[src/core/cel_pkg.sv]
// Shared constants and types for the core error logging and injection block.
package cel_pkg;

    // ----------------------------------------------------------------
    // Sizes
    // ----------------------------------------------------------------
    localparam int NUM_STRANDS = 8;
    localparam int NUM_SOURCES = 13;

    // ----------------------------------------------------------------
    // Device register offsets
    // ----------------------------------------------------------------
    localparam logic [7:0] OFF_INJECT  = 8'h00;
    localparam logic [7:0] OFF_DEFER   = 8'h08;
    localparam logic [7:0] OFF_SUMMARY = 8'h20;
    localparam logic [7:0] OFF_FIRST   = 8'h28;

    // ----------------------------------------------------------------
    // Deferred store error register fields
    // ----------------------------------------------------------------
    localparam int DF_ADDR_PAR = 61;
    localparam int DF_DATA_IO  = 60;
    localparam int DF_PRIV_LO  = 58;
    localparam int DF_IDX_LO   = 55;

    // ----------------------------------------------------------------
    // Summary and first-error fields
    // ----------------------------------------------------------------
    localparam int SUM_LSB = 48;

    // ----------------------------------------------------------------
    // Injection register fields
    // ----------------------------------------------------------------
    localparam int INJ_ENABLE_BIT = 31;
    localparam int INJ_SRC_LO     = 17;
    localparam logic [12:0] INJ_SRC_WRITABLE = 13'h1ffd;
    localparam logic [12:0] INJ_SRC_ECC      = 13'h01f1;
    localparam logic [63:0] INJ_RESET        = 64'h0;
    localparam logic [63:0] DEFER_RESET      = 64'h0;

    // ----------------------------------------------------------------
    // Codes
    // ----------------------------------------------------------------
    typedef enum logic [1:0] {
        CEL_ERR_NONE    = 2'b00,
        CEL_ERR_CORR    = 2'b01,
        CEL_ERR_UNCORR  = 2'b10,
        CEL_ERR_NOTDATA = 2'b11
    } cel_err_t;

    typedef enum logic [1:0] {
        CEL_PRIV_USER    = 2'b00,
        CEL_PRIV_SUPER   = 2'b01,
        CEL_PRIV_HYPER   = 2'b10,
        CEL_PRIV_CORRUPT = 2'b11
    } cel_priv_t;

    // ----------------------------------------------------------------
    // Packet source register map
    // ----------------------------------------------------------------
    localparam logic [31:0] SRC_OFF_CMD    = 32'h0000_0000;
    localparam logic [31:0] SRC_OFF_STATUS = 32'h0000_0004;
    localparam int CMD_ERR_LO    = 0;
    localparam int CMD_STRAND_LO = 2;
    localparam int CMD_ASYNC     = 8;
    localparam int CMD_DMA_PF    = 9;

endpackage

[src/core/cel_if.sv]
// Packet link between the error source and the core error logging block.
`timescale 1ns/1ps
interface cel_if;
    logic                     pkt_valid;
    logic                     pkt_async;
    cel_pkg::cel_err_t        pkt_err;
    logic [2:0]               pkt_strand;
    logic                     pkt_dma_pf;

    modport dev
    (
        input pkt_valid,
        input pkt_async,
        input pkt_err,
        input pkt_strand,
        input pkt_dma_pf
    );

    modport src
    (
        output pkt_valid,
        output pkt_async,
        output pkt_err,
        output pkt_strand,
        output pkt_dma_pf
    );
endinterface

[src/core/cel_core_log.sv]
// Core error logging, first-error capture, fault injection and packet traps.
`timescale 1ns/1ps

// Notes on behaviour
// - Strand deferred register clears on every read
// - Deferred register survives warm reset
// - Bit 61 address parity, bit 60 data
// - Bits 59:58 hold first failing store privilege
// - Bits 57:55 hold failing store index
// - Handler reads deferred register before storing
// - Summary holds eight 2-bit strand fields
// - Field is full flag and type OR
// - First-error mirrors summary, set from zero
// - Simultaneous strand errors all set first-error
// - First-error holds, clears when summary zero
// - Injection needs enable and a source
// - Source bits select the target arrays
// - ECC targets XOR mask into check bits
// - Software selects one source at most
// - Injection excludes first-level cache arrays
// - Injection write acts before later instructions
// - Error codes 01, 10 and 11
// - Load return traps: precise or recoverable
// - Async packet traps recoverable or corrected
// - Full flag set on valid, read clears; here the flag is taken as is from desr_full_i
module cel_core_log
#(
    parameter int NUM_STRANDS = cel_pkg::NUM_STRANDS
)
(
    input  wire logic                     core_clk_i,
    input  wire logic                     rst_n_i,
    input  wire logic                     por_n_i,
    input  wire logic                     reg_rd_i,
    input  wire logic                     reg_wr_i,
    input  wire logic [7:0]               reg_addr_i,
    input  wire logic [2:0]               reg_strand_i,
    input  wire logic [63:0]              reg_wdata_i,
    output logic      [63:0]              reg_rdata_o,
    output logic                          reg_rvalid_o,
    input  wire logic [NUM_STRANDS-1:0]   sb_err_i,
    input  wire logic [NUM_STRANDS-1:0]   sb_addr_par_i,
    input  wire logic [NUM_STRANDS-1:0]   sb_data_io_i,
    input  wire logic [2*NUM_STRANDS-1:0] sb_priv_i,
    input  wire logic [3*NUM_STRANDS-1:0] sb_index_i,
    input  wire logic [NUM_STRANDS-1:0]   desr_full_i,
    output logic      [12:0]              inj_src_o,
    output logic      [7:0]               inj_ecc_mask_o,
    input  wire logic [12:0]              ecc_target_i,
    input  wire logic [7:0]               ecc_check_i,
    output logic      [7:0]               ecc_check_o,
    cel_if.dev                            link,
    output logic                          precise_trap_o,
    output logic                          sw_recov_trap_o,
    output logic                          hw_corr_trap_o,
    output logic      [2:0]               trap_strand_o
);

    // ----------------------------------------------------------------
    // Register decode
    // ----------------------------------------------------------------
    wire sel_inject  = reg_addr_i == cel_pkg::OFF_INJECT;
    wire sel_defer   = reg_addr_i == cel_pkg::OFF_DEFER;
    wire sel_summary = reg_addr_i == cel_pkg::OFF_SUMMARY;
    wire sel_first   = reg_addr_i == cel_pkg::OFF_FIRST;
    wire wr_inject   = reg_wr_i & sel_inject;
    wire rd_defer    = reg_rd_i & sel_defer;

    // ----------------------------------------------------------------
    // Per-strand deferred store error registers
    // ----------------------------------------------------------------
    // Each strand keeps type, privilege and index; bit 63:62 and 54:0
    // are reserved and read as zero.
    logic [1:0]             df_type  [NUM_STRANDS];
    logic [1:0]             df_priv  [NUM_STRANDS];
    logic [2:0]             df_index [NUM_STRANDS];
    logic [2*NUM_STRANDS-1:0] next_summary;
    logic [63:0]            df_word  [NUM_STRANDS];

    localparam logic [1:0] DEFER_RESET_TYPE =
        cel_pkg::DEFER_RESET[cel_pkg::DF_ADDR_PAR -: 2];

    genvar s;
    generate
        for (s = 0; s < NUM_STRANDS; s++)
        begin : g_strand
            wire rd_this = rd_defer & (reg_strand_i == 3'(s));
            wire empty   = df_type[s] == 2'b00;
            // An error arriving with the read is kept: set wins.
            wire [1:0] next_type = (rd_this ? 2'b00 : df_type[s])
                                 | ({sb_addr_par_i[s], sb_data_io_i[s]}
                                    & {2{sb_err_i[s]}});
            wire take    = sb_err_i[s] & (empty | rd_this);

            // only the cold reset touches this state.
            always_ff @(posedge core_clk_i)
            begin
                if (!por_n_i)
                begin
                    df_type[s]  <= DEFER_RESET_TYPE;
                    df_priv[s]  <= 2'b00;
                    df_index[s] <= 3'h0;
                end
                else
                begin
                    df_type[s]  <= next_type;
                    if (take)
                    begin
                        df_priv[s]  <= sb_priv_i[2*s +: 2];
                        df_index[s] <= sb_index_i[3*s +: 3];
                    end
                    else if (rd_this)
                    begin
                        df_priv[s]  <= 2'b00;
                        df_index[s] <= 3'h0;
                    end
                end
            end

            assign df_word[s] = {2'b00,
                                 df_type[s],
                                 df_priv[s],
                                 df_index[s],
                                 55'h0};
            assign next_summary[2*s +: 2] = {desr_full_i[s], |next_type};
        end
    endgenerate

    // ----------------------------------------------------------------
    // Summary and first-error capture
    // ----------------------------------------------------------------
    logic [2*NUM_STRANDS-1:0] summary;
    logic [2*NUM_STRANDS-1:0] first_err;

    // While the summary is empty every new bit, from any number of
    // strands in the same cycle, lands in the first-error copy.
    wire [2*NUM_STRANDS-1:0] next_first =
        (next_summary == '0) ? '0 :
        (summary == '0)      ? next_summary :
                               first_err;

    always_ff @(posedge core_clk_i)
    begin
        if (!rst_n_i)
        begin
            summary   <= '0;
            first_err <= '0;
        end
        else
        begin
            summary   <= next_summary;
            first_err <= next_first;
        end
    end

    // ----------------------------------------------------------------
    // Fault injection control
    // ----------------------------------------------------------------
    logic        inj_enable;
    logic [12:0] inj_src;
    logic [7:0]  inj_mask;

    wire  [12:0] next_src = reg_wdata_i[cel_pkg::INJ_SRC_LO +: 13]
                          & cel_pkg::INJ_SRC_WRITABLE;
    // Only the array currently writing gets its check bits flipped, and
    // only when it is an ECC array that software selected.
    wire  [12:0] ecc_hit  = inj_src_o & cel_pkg::INJ_SRC_ECC & ecc_target_i;

    always_ff @(posedge core_clk_i)
    begin
        if (!rst_n_i)
        begin
            inj_enable <= cel_pkg::INJ_RESET[cel_pkg::INJ_ENABLE_BIT];
            inj_src    <= cel_pkg::INJ_RESET[cel_pkg::INJ_SRC_LO +: 13];
            inj_mask   <= cel_pkg::INJ_RESET[7:0];
        end
        else if (wr_inject)
        begin
            // a write lands here on the next edge; inj_src_o and inj_ecc_mask_o follow a cycle later.
            inj_enable <= reg_wdata_i[cel_pkg::INJ_ENABLE_BIT];
            inj_src    <= next_src;
            inj_mask   <= reg_wdata_i[7:0];
        end
    end

    wire [63:0] inj_word = {32'h0,
                            inj_enable,
                            1'b0,
                            inj_src,
                            9'h0,
                            inj_mask};

    always_ff @(posedge core_clk_i)
    begin
        if (!rst_n_i)
        begin
            inj_src_o      <= 13'h0;
            inj_ecc_mask_o <= 8'h0;
            ecc_check_o    <= 8'h0;
        end
        else
        begin
            inj_src_o      <= inj_enable ? inj_src : 13'h0;
            inj_ecc_mask_o <= inj_mask;
            ecc_check_o    <= ecc_check_i ^ ((ecc_hit != 13'h0) ?
                                             inj_mask : 8'h0);
        end
    end

    // ----------------------------------------------------------------
    // Register read port
    // ----------------------------------------------------------------
    wire [63:0] sum_word   = {summary, 48'h0};
    wire [63:0] first_word = {first_err, 48'h0};
    wire [63:0] rd_mux     = sel_inject  ? inj_word :
                             sel_defer   ? df_word[reg_strand_i] :
                             sel_summary ? sum_word :
                             sel_first   ? first_word : 64'h0;

    always_ff @(posedge core_clk_i)
    begin
        if (!rst_n_i)
        begin
            reg_rdata_o  <= 64'h0;
            reg_rvalid_o <= 1'b0;
        end
        else
        begin
            reg_rdata_o  <= reg_rd_i ? rd_mux : 64'h0;
            reg_rvalid_o <= reg_rd_i;
        end
    end

    // ----------------------------------------------------------------
    // Packet error classification
    // ----------------------------------------------------------------
    wire is_corr  = link.pkt_err == cel_pkg::CEL_ERR_CORR;
    wire is_unc   = link.pkt_err == cel_pkg::CEL_ERR_UNCORR;
    wire is_nd    = link.pkt_err == cel_pkg::CEL_ERR_NOTDATA;
    wire on_load  = link.pkt_valid & ~link.pkt_async;
    wire on_async = link.pkt_valid & link.pkt_async;
    // NotData on an async packet raises no disrupting trap here.
    wire next_precise = on_load & (is_unc | is_nd);
    wire next_sw      = (on_load & is_corr)
                      | (on_async & is_unc)
                      | (on_async & is_corr & link.pkt_dma_pf);
    wire next_hw      = on_async & is_corr & ~link.pkt_dma_pf;

    always_ff @(posedge core_clk_i)
    begin
        if (!rst_n_i)
        begin
            precise_trap_o  <= 1'b0;
            sw_recov_trap_o <= 1'b0;
            hw_corr_trap_o  <= 1'b0;
            trap_strand_o   <= 3'h0;
        end
        else
        begin
            precise_trap_o  <= next_precise;
            sw_recov_trap_o <= next_sw;
            hw_corr_trap_o  <= next_hw;
            trap_strand_o   <= link.pkt_valid ? link.pkt_strand
                                              : trap_strand_o;
        end
    end

endmodule

[src/flat_wrapper.sv]
// flat-port wrapper written by rule: the top's interface ports become plain ports
module cel_core_log_flat 
#(
    parameter int NUM_STRANDS = cel_pkg::NUM_STRANDS
)
  (core_clk_i, rst_n_i, por_n_i, reg_rd_i, reg_wr_i, reg_addr_i, reg_strand_i, reg_wdata_i, reg_rdata_o, reg_rvalid_o, sb_err_i, sb_addr_par_i, sb_data_io_i, sb_priv_i, sb_index_i, desr_full_i, inj_src_o, inj_ecc_mask_o, ecc_target_i, ecc_check_i, ecc_check_o, precise_trap_o, sw_recov_trap_o, hw_corr_trap_o, trap_strand_o, link_pkt_valid, link_pkt_async, link_pkt_err, link_pkt_strand, link_pkt_dma_pf);
  cel_if link_i ();
  input  wire logic core_clk_i;
  input  wire logic rst_n_i;
  input  wire logic por_n_i;
  input  wire logic reg_rd_i;
  input  wire logic reg_wr_i;
  input  wire logic [7:0] reg_addr_i;
  input  wire logic [2:0] reg_strand_i;
  input  wire logic [63:0] reg_wdata_i;
  output logic      [63:0] reg_rdata_o;
  output logic reg_rvalid_o;
  input  wire logic [NUM_STRANDS-1:0] sb_err_i;
  input  wire logic [NUM_STRANDS-1:0] sb_addr_par_i;
  input  wire logic [NUM_STRANDS-1:0] sb_data_io_i;
  input  wire logic [2*NUM_STRANDS-1:0] sb_priv_i;
  input  wire logic [3*NUM_STRANDS-1:0] sb_index_i;
  input  wire logic [NUM_STRANDS-1:0] desr_full_i;
  output logic      [12:0] inj_src_o;
  output logic      [7:0] inj_ecc_mask_o;
  input  wire logic [12:0] ecc_target_i;
  input  wire logic [7:0] ecc_check_i;
  output logic      [7:0] ecc_check_o;
  output logic precise_trap_o;
  output logic sw_recov_trap_o;
  output logic hw_corr_trap_o;
  output logic      [2:0] trap_strand_o;
  input wire logic [$bits(link_i.pkt_valid)-1:0] link_pkt_valid;
  input wire logic [$bits(link_i.pkt_async)-1:0] link_pkt_async;
  input wire logic [$bits(link_i.pkt_err)-1:0] link_pkt_err;
  input wire logic [$bits(link_i.pkt_strand)-1:0] link_pkt_strand;
  input wire logic [$bits(link_i.pkt_dma_pf)-1:0] link_pkt_dma_pf;
  assign link_i.pkt_valid = link_pkt_valid;
  assign link_i.pkt_async = link_pkt_async;
  assign link_i.pkt_err = link_pkt_err;
  assign link_i.pkt_strand = link_pkt_strand;
  assign link_i.pkt_dma_pf = link_pkt_dma_pf;
  cel_core_log #(.NUM_STRANDS(NUM_STRANDS)) u_core (.core_clk_i(core_clk_i), .rst_n_i(rst_n_i), .por_n_i(por_n_i), .reg_rd_i(reg_rd_i), .reg_wr_i(reg_wr_i), .reg_addr_i(reg_addr_i), .reg_strand_i(reg_strand_i), .reg_wdata_i(reg_wdata_i), .reg_rdata_o(reg_rdata_o), .reg_rvalid_o(reg_rvalid_o), .sb_err_i(sb_err_i), .sb_addr_par_i(sb_addr_par_i), .sb_data_io_i(sb_data_io_i), .sb_priv_i(sb_priv_i), .sb_index_i(sb_index_i), .desr_full_i(desr_full_i), .inj_src_o(inj_src_o), .inj_ecc_mask_o(inj_ecc_mask_o), .ecc_target_i(ecc_target_i), .ecc_check_i(ecc_check_i), .ecc_check_o(ecc_check_o), .link(link_i), .precise_trap_o(precise_trap_o), .sw_recov_trap_o(sw_recov_trap_o), .hw_corr_trap_o(hw_corr_trap_o), .trap_strand_o(trap_strand_o));
endmodule
[config.mk]
export PLATFORM = sky130hd
export DESIGN_NAME = cel_core_log_flat
export DESIGN_NICKNAME = d
export VERILOG_FILES = /design/src/core/cel_pkg.sv /design/src/core/cel_if.sv /design/src/core/cel_core_log.sv /design/src/flat_wrapper.sv
export SDC_FILE = /design/constraint.sdc
export NUM_CORES = 1
export LEC_CHECK = 0
export ABC_AREA = 1
export BUFFER_PORTS_ARGS = -buffer_cell sky130_fd_sc_hd__buf_2
export CORE_ASPECT_RATIO = 0.5
export CORE_UTILIZATION = 50
export CTS_BUF_LIST = sky130_fd_sc_hd__clkbuf_8
export CTS_CLUSTER_DIAMETER = 40
export CTS_CLUSTER_SIZE = 25
export DETAILED_ROUTE_END_ITERATION = 8
export GPL_TIMING_DRIVEN = 0
export PLACE_DENSITY = 0.89
export SLEW_MARGIN = 0
export SYNTH_ARGS = -nofsm -noshare
export SYNTH_HDL_FRONTEND = slang
export SYNTH_SLANG_ARGS = --single-unit
[constraint.sdc]
create_clock -name core_clk_i -period 1.82 [get_ports core_clk_i]
set_input_delay 0.091 -clock core_clk_i [delete_from_list [all_inputs] [get_ports core_clk_i]]
set_output_delay 0.091 -clock core_clk_i [all_outputs]
set_load 0.01 [all_outputs]
==> flow_summary.toml, run 1 <==
[run_status]
status = "complete, no violations"

[layout]
final_common_cell = "buf_2"
antenna_cells = 0
finalInstanceArea_um2 = 10200
drive_gt1_share_pct = 22.7
fin_nets = 1420
final_cell_mix = "202 x buf_2, 150 x nor2_1, 147 x inv_1"
fill_cells = 938
syn_to_final_growth_pct = 40.7

[worst_setup_path]
ff2ff_setup_slack_ns = 0.09
path_buf_inv = 0
crit_type = "register to register"
cp_data_arrival_time_ns = 1.79
reg2reg_from = "u_core.df_type[0][4]$_SDFF_PN0_"
critical-path-slowest-cell = "o311ai_0"
r2r_cells = 1
worstPathMaxFanout = 5
end_kind = "register"
crit_chain = "o311ai_0"
start_kind = "register"
slowest_delay_ns = 1.01
r2r-end = "u_core.df_index[0][7]$_SDFFCE_PP0P_"
crit_required_ns = 1.88
path_delay_family = "compound AO/OA/AOI/OAI gates"

[drt]
wl_per_cell_um = 15.7
vias = 7381
drc = 0
post_drt_via_cell_ratio = 5.11
drt-total-wl_mm = 22.7
dr.pass1.iters = 8
antenna_left = 0
first_iter_violations = 946

[clocking]
cts_tree = "yes"
numClockSinks = 181
clk_pin_slew_ns = 0.10
cts_buffer_depth = 2
cts_setup_buffers = 0
insertion_delay_ns = 0.45
clockRootBuffer = "clkbuf_8"
cts_made_buffers = 17
h-tree-depth = 4

[sta]
slew_violations = 0
min_period_ns = 1.73
hold_viol_final = 0
tightestPinTransition_ns = 1.19
setup_violations = 0
relSlewSlack_pct = 19.9
fmax_mhz = 577
fin_tns_setup_ns = 0
min_period_over_period_pct = 95.1
rsz0062_at_grt = "false"
finClkSkew_ns = 0.0157
layout_setup_ws_ns = 0.0883

[min_path]
min-delay-start = "link_pkt_err[0]"
whs_path_depth = 4
min_path_type = "primary input to register"
hold_end = "u_core.sw_recov_trap_o$_SDFF_PN0_"

[die]
die_area_um2 = 15000
die_h_um = 87.0
initial_utilization_pct = 52.3
die_w_um = 172
io_pins = 281
core_area_um2 = 13800
rows = 30

[grt]
grt_use_total_pct = 30.5
antenna_found_initial = 0
grt_start_max_net_pins = 17
grt_pass1_vias = 7329
grt_pass1_wl_mm = 34.8
grt-ovfl-total = 0

[pwr]
p_per_area_nw_per_um2 = 792
fin_total_pwr_w = 0.00804
peakVddDrop_mv = 0.575
leakagePower_nw = 4.85

[place]
pre_cts_ws_ns = -0.223
io_buffers = 200
post-dp-hpwl_mm = 14.0
routabilityCongestion = 0.947
dpl_cell_area_um2 = 8560

[synthesis]
synth_area_um2 = 7220
synth-warning-count = 0
ys_types = 33
synth.yosys.seq_area_share_pct = 55.7
synthesis.area_per_instance_um2 = 8.26
synth-main-ff-cell = "dfxtp_1"
synth-edff-count = 40
syn_inst = 874
ys_seq_elements = 181
synthArstFlopShare_pct = 0

[job]
drv_cap = 0
==> routing by layer <==
metal	wire length [um]	GRT usage [%]
met1	8500	33.8
met2	11300	54.7
met3	1770	6.00
met4	1070	18.7
met5	0	0
==> state kept, by name, summed over array words and instances, names as in the netlist <==
name / cells
u_core.inj_src_o: 12
u_core.inj_ecc_mask_o: 8
u_core.reg_rvalid_o: 1
u_core.df_index: 24
u_core.inj_enable: 1
u_core.df_type: 16
u_core.first_err: 16
u_core.hw_corr_trap_o: 1
u_core.reg_rdata_o: 37
u_core.precise_trap_o: 1
u_core.inj_src: 12
u_core.df_priv: 16
u_core.sw_recov_trap_o: 1
u_core.trap_strand_o: 3
u_core.summary: 16
u_core.ecc_check_o: 8
u_core.inj_mask: 8
==> logic make-up (layout without fill, tap and decap cells) <==
kind of cell | count (synthesis) | in the layout | share of synthesized area [%]
AND/OR/NAND/NOR | 353 | 353 | 21.3
flip-flops | 181 | 181 | 55.7
multiplexers | 1 | 1 | 0.156
buffers and inverters | 206 | 557 | 12.3
other | 1 | 28 | 0.0519
AO/OA/AOI/OAI | 132 | 132 | 10.4
==> worst max-delay path by stage <==
stage                     slack [ns]                             endpoint  cells after the start                             from
final                           0.09  u_core.df_index[0][7]$_SDFFCE_PP0P_                      1  u_core.df_type[0][4]$_SDFF_PN0_
after CTS                      0.004   u_core.df_priv[0][2]$_SDFFCE_PP0P_                      1  u_core.df_type[0][2]$_SDFF_PN0_
after detailed placement       -0.22     u_core.first_err[4]$_SDFFE_PP0N_                     14                    reg_addr_i[7]
after global placement         -0.19     u_core.first_err[0]$_SDFFE_PP0N_                     14                    reg_addr_i[7]
after floorplan                 0.28  u_core.df_index[1][0]$_SDFFCE_PP0P_                      7                    reg_addr_i[7]
after global routing           0.007  u_core.df_index[0][7]$_SDFFCE_PP0P_                      1  u_core.df_type[0][4]$_SDFF_PN0_
==> cell usage after synthesis, types with 2 or more instances <==
cell      number  area (um2)
nor2_2         3        18.8
nand3_1       26         130
a21oi_1       53         265
edfxtp_1      40        1200
buf_4         28         210
nor2_1       153         574
o22ai_1       16         100
buf_2          2        10.0
a22oi_1       21         158
o21ai_0       36         180
dfxtp_1      141        2820
nand2_2        2        12.5
nor3_1        12        60.1
clkbuf_1      26        97.6
and3_1        13        81.3
a22o_1         2        17.5
inv_1        145         544
nand3_2        7        70.1
clkinv_1       2        7.51
nand4_1       15        93.8
nand2_1      117         439
inv_2          2        7.51
o311ai_0       2        17.5
==> cell type report <==
| class | instances | area, um2 | share of cell area, % |
|---|---|---|---|
| timing repair buffer | 319 | 2190 | 21.6 |
| inverter | 149 | 559 | 5.51 |
| buffer | 57 | 329 | 3.24 |
| clock inverter | 15 | 155 | 1.53 |
| tap | 192 | 240 | 2.37 |
| multi-input combinational | 514 | 2420 | 23.9 |
| sequential | 181 | 4020 | 39.6 |
| clock buffer | 17 | 234 | 2.30 |
==> per-stage QoR <==
stage,hold WS [ns],instances,util [%]
final,0.0832,1444,73.5
after global placement,0.266,1293,62.0
after global routing,0.0934,1444,73.5
after CTS,0.0528,1444,73.4
after floorplan,0.163,901,-
after detailed placement,0.271,1293,62.0
==> repair_timing <==
| action | in CTS | in global routing |
|---|---|---|
| endpoints found under the hold margin | 99 | 0 |
| hold buffers | 119 | 0 |
| setup endpoints to repair | 0 | 15 |
| gates resized for setup | 0 | 5 |
==> where the power goes <==
group	switching, W	internal [W]
Combinational	0.000513	0.000447
Clock	0.00154	0.00123
Sequential	0.0000603	0.00425
No activity file was read; power rests on OpenSTA's default activity.
==> run 2, diff against run 1 <==
- SETUP_SLACK_MARGIN: unset -> 0.15
==> run 2 against run 1 <==
  * Worst setup slack better by 0.12 ns
  * Design area is 0.59% higher
  * Sequential power hardly changed
  * Largest cell class unchanged
  * Total power up 0.18%
  * Critical path depth rose by 7
  * Combinational power increased by 2.6%
  * Final cell count hardly changed
==> flow_summary.toml, run 2 (synthesis results as in run 1) <==
[sta]
finClkSkew_ns = 0.0179
holdWs_ns = 0.0747
relSlewSlack_pct = 35.6
min_period_over_period_pct = 88.3
fmax_mhz = 622
slew_violations = 0
hold_viol_final = 0
tightestPinTransition_ns = 0.950
min_period_ns = 1.61
setup_violations = 0
rsz0062_at_grt = "true"

[pwr]
p_sw_share_pct = 26.3
fin_total_pwr_w = 0.00806
cellInternalPower_w = 0.00594
pwr-share-seq_pct = 53.6
peakVddDrop_mv = 0.565
leakagePower_nw = 4.87
p_clk_share_pct = 34.2
p_per_area_nw_per_um2 = 789
power_frac_comb_pct = 12.2
p_sw_w = 0.00212

[die]
core_area_um2 = 13800
die_h_um = 87.0
die_w_um = 172
initial_utilization_pct = 52.3
rows = 30
io_pins = 281
die_area_um2 = 15000

[drt]
antenna_left = 0
first_iter_violations = 856
wl_per_cell_um = 16.0
drt-total-wl_mm = 23.2
dr.pass1.iters = 8
drc = 0
vias = 7462
post_drt_via_cell_ratio = 5.16

[layout]
fin_cells = 1445
multi_input_area_um2 = 2480
drive_gt1_share_pct = 23.2
largest_reg_flops = 37
syn_to_final_growth_pct = 41.5
final_cell_mix = "203 x buf_2, 147 x inv_1, 146 x nor2_1"
final_core_util_pct = 74.0
finalInstanceArea_um2 = 10200
antenna_cells = 0
fin_nets = 1421
largest-register = "u_core.reg_rdata_o"
top_regs = "u_core.reg_rdata_o: 37 flops, u_core.df_index: 24 flops"
regArea_um2 = 4020
fill_cells = 926
final_common_cell = "buf_2"

[place]
routabilityCongestion = 0.947
io_buffers = 200
dpl_cell_area_um2 = 8560
post-dp-hpwl_mm = 14.0
placed_cells = 1293

[clocking]
numClockSinks = 181
insertion_delay_ns = 0.44
h-tree-depth = 4
cts_tree = "yes"
cts_buffer_depth = 2
cts_setup_buffers = 0
cts_made_buffers = 17
clockRootBuffer = "clkbuf_8"
clk_pin_slew_ns = 0.10

[worst_setup_path]
cp_data_arrival_time_ns = 2.00
start_kind = "primary input"
worstPathMaxFanout = 9
crit_type = "primary input to register"
slowest_delay_ns = 0.53
crit_chain = "buf_2 -> nor2_1 -> nand2_2 -> nor2_4 -> clkinv_1 -> nor3_2 -> nand3_1 -> nand2_1"
crit_required_ns = 2.21
critical-path-slowest-cell = "nor3_2"
end_kind = "register"

[grt]
grt_use_total_pct = 30.4
grt_pass1_vias = 7336
grt-ovfl-total = 0
grt_pass1_wl_mm = 34.8
antenna_found_initial = 0
grt_start_max_net_pins = 17

[min_path]
min_path_type = "primary input to register"

[job]
drv_cap = 0

[run_status]
status = "complete, no violations"
==> run 2: cell types whose count changed in the layout (fill, tap and decap cells not counted), sizes merged <==
cell  previous run  this run
nor2           157       158
==> run 2: path summary, 6_finish.rpt <==
check	slack, ns	cells after the start	start	end
worst max-delay path	0.21	8	reg_addr_i[7]	u_core.reg_rdata_o[55]$_SDFF_PP0_
worst min-delay path	0.07	5	sb_err_i[2]	u_core.summary[4]$_SDFF_PN0_
worst max register to register	0.24	6	u_core.inj_src_o[0]$_SDFF_PN0_	u_core.ecc_check_o[7]$_SDFF_PN0_
worst min register to register	0.47	2	u_core.inj_src[3]$_SDFFE_PN0P_	u_core.reg_rdata_o[20]$_SDFF_PN0_
==> run 2: layout make-up <==
cell class                 count  share of cell area [%]
sequential                   181                    39.4
multi-input combinational    515                    24.3
timing repair buffer         319                    21.5
inverter                     149                    5.47
buffer                        57                    3.23
tap                          192                    2.35
clock buffer                  17                    2.29
clock inverter                15                    1.52
==> run 2: worst max-delay path: cells and delay by family <==
family	cells	cell delay (ns)
buf+inv	2	0.37
simple gates	6	1.52
==> run 2: power by group through the flow <==
| stage | combinational [W] | sequential [W] | clock (W) |
|---|---|---|---|
| 2_1_floorplan | 0.000407 | 0.00439 | 0 |
| 6_report | 0.000986 | 0.00431 | 0.00276 |
| 3_5_place_dp | 0.000699 | 0.00440 | 0 |
| 4_1_cts | 0.000901 | 0.00431 | 0.00273 |
| 3_3_place_gp | 0.000675 | 0.00439 | 0 |
| 5_1_grt | 0.00107 | 0.00432 | 0.00293 |
==> run 2: timing repair <==
item	4_1_cts	5_1_grt
pin swaps	0	3
endpoints found under the hold margin	99	0
cloned	0	1
resized for setup	4	16
setup endpoints to repair	18	19
hold buffers	119	0
==> run 2: through the flow <==
stage                     worst slack, ns  TNS (ns)
after global placement             -0.191     -2.19
after CTS                           0.225         0
final                               0.213         0
after global routing                0.104         0
after floorplan                     0.282         0
after detailed placement           -0.223     -3.07
==> run 2: metal layers <==
metal	GRT usage [%]	wire (um)	vias up
li1	-	-	3460
met1	33.8	8450	3399
met2	54.5	11500	477
met3	6.04	2020	126
met4	18.9	1140	0
met5	0	0	-
